[src/hw/adcprp_pkg.sv]
package adcprp_pkg;

  // Timing at the 25 MHz system clock
  localparam int unsigned CLK_PERIOD_NS     = 40;
  localparam int unsigned CONV_TIME_NS      = 700;
  // Longest time rounds down, never below one cycle
  localparam int unsigned CONV_CYCLES_RAW   = CONV_TIME_NS / CLK_PERIOD_NS;
  localparam int unsigned CONV_CYCLES       = (CONV_CYCLES_RAW < 1) ? 1 : CONV_CYCLES_RAW;
  localparam int unsigned TRIM_CONVERSIONS  = 3;

  localparam int unsigned RESULT_WIDTH      = 16;
  localparam int unsigned BYTE_WIDTH        = 8;
  localparam logic [15:0] RESULT_RESET      = 16'h0000;
  localparam logic [7:0]  FOLD_FILL         = 8'hff;

  typedef enum logic [0:0] {
    ADCPRP_ST_IDLE = 1'b0,
    ADCPRP_ST_CONV = 1'b1
  } adcprp_state_t;

  // Host-side strobes; byte select is active high, the rest active low
  typedef struct packed {
    logic chip_select_n;
    logic read_n;
    logic conversion_start_n;
    logic byte_select;
  } adcprp_host_t;

  // Data pins as a value and an output enable per bit
  typedef struct packed {
    logic [15:0] data;
    logic [15:0] oe;
  } adcprp_bus_t;

endpackage : adcprp_pkg

[src/hw/adcprp_top.sv]
`timescale 1ns/1ns
`default_nettype none

module adcprp_top
  import adcprp_pkg::*;
#(
  parameter int unsigned CONV_LEN  = CONV_CYCLES,
  parameter int unsigned TRIM_LEN  = TRIM_CONVERSIONS
) (
  // System
  input  wire logic                    clk,
  input  wire logic                    sys_rst,
  // Host strobes
  input  wire adcprp_host_t            host_in,
  // Sampled analog result from the SAR core
  input  wire logic [RESULT_WIDTH-1:0] sample_in,
  // Status
  output var  logic                    busy,
  output var  logic                    result_valid,
  // Parallel data pins
  output var  adcprp_bus_t             result_out_bus
);

  localparam int unsigned CW = $clog2(CONV_LEN + 1);
  localparam int unsigned TW = $clog2(TRIM_LEN + 1);

  // Sequencer
  adcprp_state_t           state_reg;
  logic [CW-1:0]           count_reg;
  logic                    start_prev_reg;
  // Converted data
  logic [RESULT_WIDTH-1:0] hold_reg;
  logic [RESULT_WIDTH-1:0] result_reg;
  // Trim bookkeeping
  logic [TW-1:0]           trim_reg;
  logic                    trim_spent;
  // Decoded strobes and events
  logic                    start_fall;
  logic                    conv_idle;
  logic                    conv_done;
  logic                    output_enable;
  // Pin drivers
  logic [RESULT_WIDTH-1:0] pin_next;
  logic [RESULT_WIDTH-1:0] pin_data_reg;
  logic [RESULT_WIDTH-1:0] pin_oe_reg;

  // Start is an edge taken only while selected; the read enable is a level
  always_comb begin
    conv_idle     = (state_reg == ADCPRP_ST_IDLE);
    start_fall    = start_prev_reg && !host_in.conversion_start_n
                    && !host_in.chip_select_n;
    conv_done     = (state_reg == ADCPRP_ST_CONV)
                    && (count_reg == CW'(CONV_LEN - 1));
    output_enable = !host_in.chip_select_n && !host_in.read_n;
    trim_spent    = (trim_reg == TW'(TRIM_LEN));
  end

  // Resets to the idle level, so a start pin resting high gives no edge after reset
  always_ff @(posedge clk) begin
    if (sys_rst) begin
      start_prev_reg <= 1'b1;
    end else begin
      start_prev_reg <= host_in.conversion_start_n;
    end
  end

  // Conversion sequencer on the system clock; no host clock used
  always_ff @(posedge clk) begin
    if (sys_rst) begin
      state_reg <= ADCPRP_ST_IDLE;
    end else begin
      case (state_reg)
        ADCPRP_ST_IDLE: begin
          if (start_fall) begin
            state_reg <= ADCPRP_ST_CONV;
          end
        end
        ADCPRP_ST_CONV: begin
          if (conv_done) begin
            state_reg <= ADCPRP_ST_IDLE;
          end
        end
        default: begin
          state_reg <= ADCPRP_ST_IDLE;
        end
      endcase
    end
  end

  // Length counter starts clean for every conversion
  always_ff @(posedge clk) begin
    if (sys_rst) begin
      count_reg <= '0;
    end else if (conv_idle || conv_done) begin
      count_reg <= '0;
    end else begin
      count_reg <= count_reg + CW'(1);
    end
  end

  // Busy rises the cycle after start and falls with the result update
  always_ff @(posedge clk) begin
    if (sys_rst) begin
      busy <= 1'b0;
    end else if (start_fall && conv_idle) begin
      busy <= 1'b1;
    end else if (conv_done) begin
      busy <= 1'b0;
    end
  end

  // Input frozen at start; later input changes cannot disturb this conversion
  always_ff @(posedge clk) begin
    if (sys_rst) begin
      hold_reg <= RESULT_RESET;
    end else if (start_fall && conv_idle) begin
      hold_reg <= sample_in;
    end
  end

  // Result changes only as busy falls, so a read never sees a half-made word
  always_ff @(posedge clk) begin
    if (sys_rst) begin
      result_reg <= RESULT_RESET;
    end else if (conv_done) begin
      result_reg <= hold_reg;
    end
  end

  // Counts the trim conversions after reset, then rests
  always_ff @(posedge clk) begin
    if (sys_rst) begin
      trim_reg <= '0;
    end else if (conv_done && !trim_spent) begin
      trim_reg <= trim_reg + TW'(1);
    end
  end

  // Set by the first conversion after the trim loads; a trim result is never flagged
  always_ff @(posedge clk) begin
    if (sys_rst) begin
      result_valid <= 1'b0;
    end else if (conv_done && trim_spent) begin
      result_valid <= 1'b1;
    end
  end

  // One cell per data pin; the upper half takes the low byte when folded
  for (genvar i = 0; i < RESULT_WIDTH; i++) begin : g_pin
    if (i >= BYTE_WIDTH) begin : g_upper
      assign pin_next[i] = host_in.byte_select ? result_reg[i-BYTE_WIDTH] : result_reg[i];
    end else begin : g_lower
      assign pin_next[i] = host_in.byte_select ? FOLD_FILL[i] : result_reg[i];
    end
  end

  // Pin data lags the strobes by one cycle; released pins show zero
  always_ff @(posedge clk) begin
    if (sys_rst) begin
      pin_data_reg <= '0;
    end else if (output_enable) begin
      pin_data_reg <= pin_next;
    end else begin
      pin_data_reg <= '0;
    end
  end

  // All pins are enabled together, never a partial word
  always_ff @(posedge clk) begin
    if (sys_rst) begin
      pin_oe_reg <= '0;
    end else if (output_enable) begin
      pin_oe_reg <= '1;
    end else begin
      pin_oe_reg <= '0;
    end
  end

  assign result_out_bus = '{data: pin_data_reg, oe: pin_oe_reg};

endmodule : adcprp_top

`default_nettype wire
[config.mk]
export PLATFORM = sky130hd
export DESIGN_NAME = adcprp_top
export DESIGN_NICKNAME = d
export VERILOG_FILES = /design/src/hw/adcprp_pkg.sv /design/src/hw/adcprp_top.sv
export SDC_FILE = /design/constraint.sdc
export NUM_CORES = 1
export LEC_CHECK = 0
export ABC_AREA = 1
export BUFFER_PORTS_ARGS = -buffer_cell sky130_fd_sc_hd__clkbuf_2
export CORE_ASPECT_RATIO = 0.6
export CORE_MARGIN = 8
export CORE_UTILIZATION = 46
export CTS_CLUSTER_DIAMETER = 100
export CTS_CLUSTER_SIZE = 25
export DETAILED_ROUTE_END_ITERATION = 7
export PLACE_DENSITY = 0.7
export REMOVE_ABC_BUFFERS = 1
export SLEW_MARGIN = 25
export SYNTH_ARGS = -nofsm -noshare
export SYNTH_HDL_FRONTEND = slang
export SYNTH_SLANG_ARGS = --single-unit
export TNS_END_PERCENT = 100
[constraint.sdc]
create_clock -name clk -period 3.37 [get_ports clk]
set_clock_uncertainty 0.15 [all_clocks]
set_input_delay 1.011 -clock clk [delete_from_list [all_inputs] [get_ports clk]]
set_output_delay 1.011 -clock clk [all_outputs]
set_load 0.01 [all_outputs]
# Yosys cells after proc, flatten, opt, wreduce, memory -nomap -nowiden

Index checks and enable logic that the tools add are counted.

Word-level logic and storage cells: 53
Bits in registers: 75
Output and inout port bits: 34

Eq/ne operators: 2
Reduce and logical (&&, ||, !) cells: 15
Bitwise operators: 2
Muxes and demuxes: 22
$add $sub $neg: 2

Operator list:

| operator            | count |
|---|---|
| $mux 1              | 20 |
| $mux 16             | 1 |
| $logic_and 1x1->1   | 7 |
| $add 5x1->5 const B | 1 |
| $eq 5x5->1 const B  | 1 |
| $logic_not 1->1     | 4 |
| $reduce_or 2->1     | 2 |
| $add 2x1->2 const B | 1 |
| $eq 2x2->1 const B  | 1 |
| $not 1->1           | 2 |
| $pmux 1 s2          | 1 |
| $reduce_bool 2->1   | 1 |
| $logic_or 1x1->1    | 1 |

# Longest topological paths before layout

Word-level depth: 5
Gate-level depth with buffers: 9
Depth with buffers taken out: 8

# Worst setup path after synthesis

No wires, ideal clock.

Path kind: register -> output
Start: register, netlist name pin_oe_reg[14]
End: output result_out_bus[10] (netlist bit)
Data arrival time: 0.777 ns
Buffers on the path: 1
Stages on the path, launching flop included: 2
Slack: 1.432 ns
Cells stage by stage: dfxtp_1 -> buf_4

RTL lines:

| item             | RTL line         | RTL |
|---|---|---|
| end: declaration | adcprp_top.sv:21 | `output var adcprp_bus_t result_out_bus` |

==> results.py <==
metrics = {
    "run_status": {
        "status": "complete, no violations",
    },
    "clock_network": {
        "post_cts_buffers": 0,
        "clk_pin_slew_ns": 0.06,
        "clockBufferDepth": 2,
        "clock_latency_ns": 0.34,
        "post_cts_resized": 0,
        "holdBufCountCts": 0,
        "cts_root_buf": "clkbuf_8",
        "cts_buffers": 9,
        "cts.sinks": 60,
        "htreeDepth": 3,
        "cts_tree": "done",
    },
    "global_route": {
        "grt_usage_pct": 13.3,
        "grt_max_degree": 35,
        "antenna_found_initial": 0,
        "first_global_vias": 1615,
        "gr-total-overflow": 0,
        "grt_pass1_wl_um": 7730,
    },
    "sta": {
        "fin_setup_tns_ns": 0,
        "hold_violations": 0,
        "finalCritPeriodShare_pct": 67.4,
        "relSlewSlack_pct": 59.9,
        "rsz0062_at_grt": "no",
        "period_needed_ns": 2.27,
        "fmax_ghz": 0.440,
        "fin_ws_ns": 1.10,
        "drv_slew": 0,
        "setup_viol": 0,
        "worst_pin_slew_ns": 0.600,
    },
    "yosys": {
        "synth_warnings": 0,
        "yosysTopAreaCell": "dfxtp_1",
        "syn_avg_cell_area_um2": 8.39,
        "ys_seq_elements": 60,
        "netlist.area_leader.share_pct": 52.3,
        "ys_seq_area_share_pct": 52.3,
        "synth.distinct_cells": 24,
        "syn_inst": 274,
        "syn_area_um2": 2300,
        "ys_top_cells_by_area": "dfxtp_1, nand2_1, a21oi_1, buf_4, nor2_1",
    },
    "hold_path": {
        "hold_start": "hold_reg[11]",
        "min_to": "hold_reg[11]",
        "holdPathStages": 2,
        "min_path_type": "flip-flop to flip-flop",
    },
    "route": {
        "drt-total-wl_um": 4690,
        "vias": 1748,
        "wl_per_cell_um": 12.1,
        "drtPass1Iterations": 4,
        "ant_nets": 0,
        "first_iter_violations": 74,
        "remaining_drc_errors": 0,
        "detail_route.vias_per_cell": 4.53,
    },
    "critical_path": {
        "r2r_cells": 8,
        "r2r_end": "result_reg[9]",
        "cp-end-kind": "primary output",
        "worstSetupStartpointType": "flip-flop",
        "cp_num_buf_inv": 1,
        "crit_family": "flip-flops",
        "arrival_ns": 1.11,
        "path_cells": "clkbuf_2",
        "ff2ff_setup_slack_ns": 1.72,
        "path_max_fanout": 16,
        "crit_slowest_cell": "dfxtp_1",
        "slowest_delay_ns": 0.56,
        "crit_type": "flip-flop to primary output",
        "r2r_start": "count_reg[0]",
        "worstPathRequired_ns": 2.21,
    },
    "placed_design": {
        "gp_congestion": 0.761,
        "pre_cts_ws_ns": 0.964,
        "dp_cells": 370,
        "portBuffers": 55,
        "dpl_cell_area_um2": 2490,
        "dp_hpwl_um": 3210,
    },
    "power_and_ir_drop": {
        "vdd_drop_max_mv": 0.211,
        "p_int_w": 0.00129,
        "leakagePower_nw": 1.15,
        "p_switching_w": 0.000325,
        "comb_power_share_pct": 4.8,
        "seqPwrFrac_pct": 46.0,
        "power.share.clock_pct": 49.3,
        "power_density_nw_per_um2": 588,
        "swShare_pct": 20.1,
    },
    "layout": {
        "final_area_um2": 2740,
        "final_cells": 386,
        "nets": 340,
        "fin_util_pct": 55.6,
        "drive_gt1_share_pct": 30.6,
        "syn_to_final_growth_pct": 19.3,
        "num_antenna_cells": 0,
    },
    "floorplanning": {
        "dieArea_um2": 7590,
        "fp.dieH_um": 70.8,
        "die_x_um": 107,
        "ioPinCount": 56,
        "core_um2": 4930,
        "rows": 20,
        "initial_core_util_pct": 46.6,
    },
    "run": {
        "cap_violations": 0,
    },
}
-- stage by stage --
stage / hold slack [ns] / total power (W)
detailed placement: 0.288 / 0.000835
global placement: 0.282 / 0.000833
finish: 0.297 / 0.00161
global route: 0.322 / 0.00168
CTS: 0.297 / 0.00164
floorplan: 0.275 / 0.000791
-- area by class of cell --
type                            count  area [um^2]
Clock buffer                       12          155
Sequential cell                    60         1200
Multi-Input combinational cell    159          810
Tap cell                           66         82.6
Clock inverter                      4         95.1
Fill cell                         452         2190
Inverter                           28          108
Timing Repair Buffer               57          290
-- kinds of logic after synthesis --
logic type	synth area share, %
xor gates and xnor gates	0.762
DFF	52.3
AOI/OAI and AO/OA	14.5
buffers and inverters	12.5
and+or+nand+nor	18.3
adders and majority gates	1.63
-- cell usage after synthesis --
| library cell | instances |
|---|---|
| nor2_4 | 1 |
| nand3_1 | 4 |
| or2_2 | 2 |
| clkbuf_1 | 5 |
| nand3_4 | 1 |
| ha_1 | 3 |
| o21ai_1 | 1 |
| a21oi_1 | 31 |
| buf_12 | 1 |
| nor2_1 | 29 |
| nand3_2 | 1 |
| a21oi_2 | 10 |
| inv_4 | 1 |
| inv_1 | 27 |
| xor2_1 | 1 |
| o21ai_0 | 17 |
| dfxtp_1 | 60 |
| buf_2 | 5 |
| buf_4 | 15 |
| buf_1 | 1 |
| nand4_1 | 1 |
| nand2_1 | 46 |
| xnor2_1 | 1 |
| nand2_2 | 10 |
-- power groups by stage --
stage	combinational [W]	clock, W	sequential [W]
2_1_floorplan	0.0000303	0	0.000761
6_report	0.0000766	0.000794	0.000742
5_1_grt	0.0000882	0.000848	0.000744
3_5_place_dp	0.0000778	0	0.000757
4_1_cts	0.0000781	0.000818	0.000741
3_3_place_gp	0.0000762	0	0.000756
-- how the worst max path moves through the flow --
| stage | startpoint | to | slack, ns | depth (start not counted) |
|---|---|---|---|---|
| CTS | pin_oe_reg[14] | result_out_bus[1] | 1.06 | 1 |
| global route | pin_oe_reg[14] | result_out_bus[4] | 0.96 | 1 |
| global placement | host_in[1] | hold_reg[6] | 1.02 | 5 |
| detailed placement | host_in[1] | hold_reg[2] | 0.96 | 5 |
| floorplan | pin_oe_reg[14] | result_out_bus[0] | 0.91 | 0 |
| finish | pin_oe_reg[14] | result_out_bus[7] | 1.10 | 1 |
-- per-layer routing --
metal	global-route usage, %	share of wire, %	vias up	wire, um
met5	0	0	-	0
met4	6.98	0.85	0	40
met3	8.70	12	4	549
met2	19.6	44	59	2040
met1	14.2	44	754	2060
li1	-	-	931	-
-- cells in the final DEF (no fill, tap or decap) --
| cell type | instances |
|---|---|
| a21oi_1 | 31 |
| a21oi_2 | 10 |
| buf_4 | 2 |
| bufinv_16 | 3 |
| clkbuf_1 | 1 |
| clkbuf_2 | 55 |
| clkbuf_8 | 11 |
| clkinv_2 | 1 |
| dfxtp_1 | 60 |
| ha_1 | 3 |
| inv_1 | 27 |
| inv_4 | 1 |
| nand2_1 | 46 |
| nand2_2 | 10 |
| nand3_1 | 4 |
| nand3_2 | 1 |
| nand3_4 | 1 |
| nand4_1 | 1 |
| nor2_1 | 29 |
| nor2_4 | 1 |
| o21ai_0 | 17 |
| o21ai_1 | 1 |
| or2_2 | 2 |
| xnor2_1 | 1 |
| xor2_1 | 1 |
-- worst min-delay path, delay by kind of cell (launching register included) --
family          cells  cell delay (ns)
compound gates      1             0.05
flops               1             0.31
buf+inv             1             0.05
Note: power is estimated with default switching activity, not from simulation.
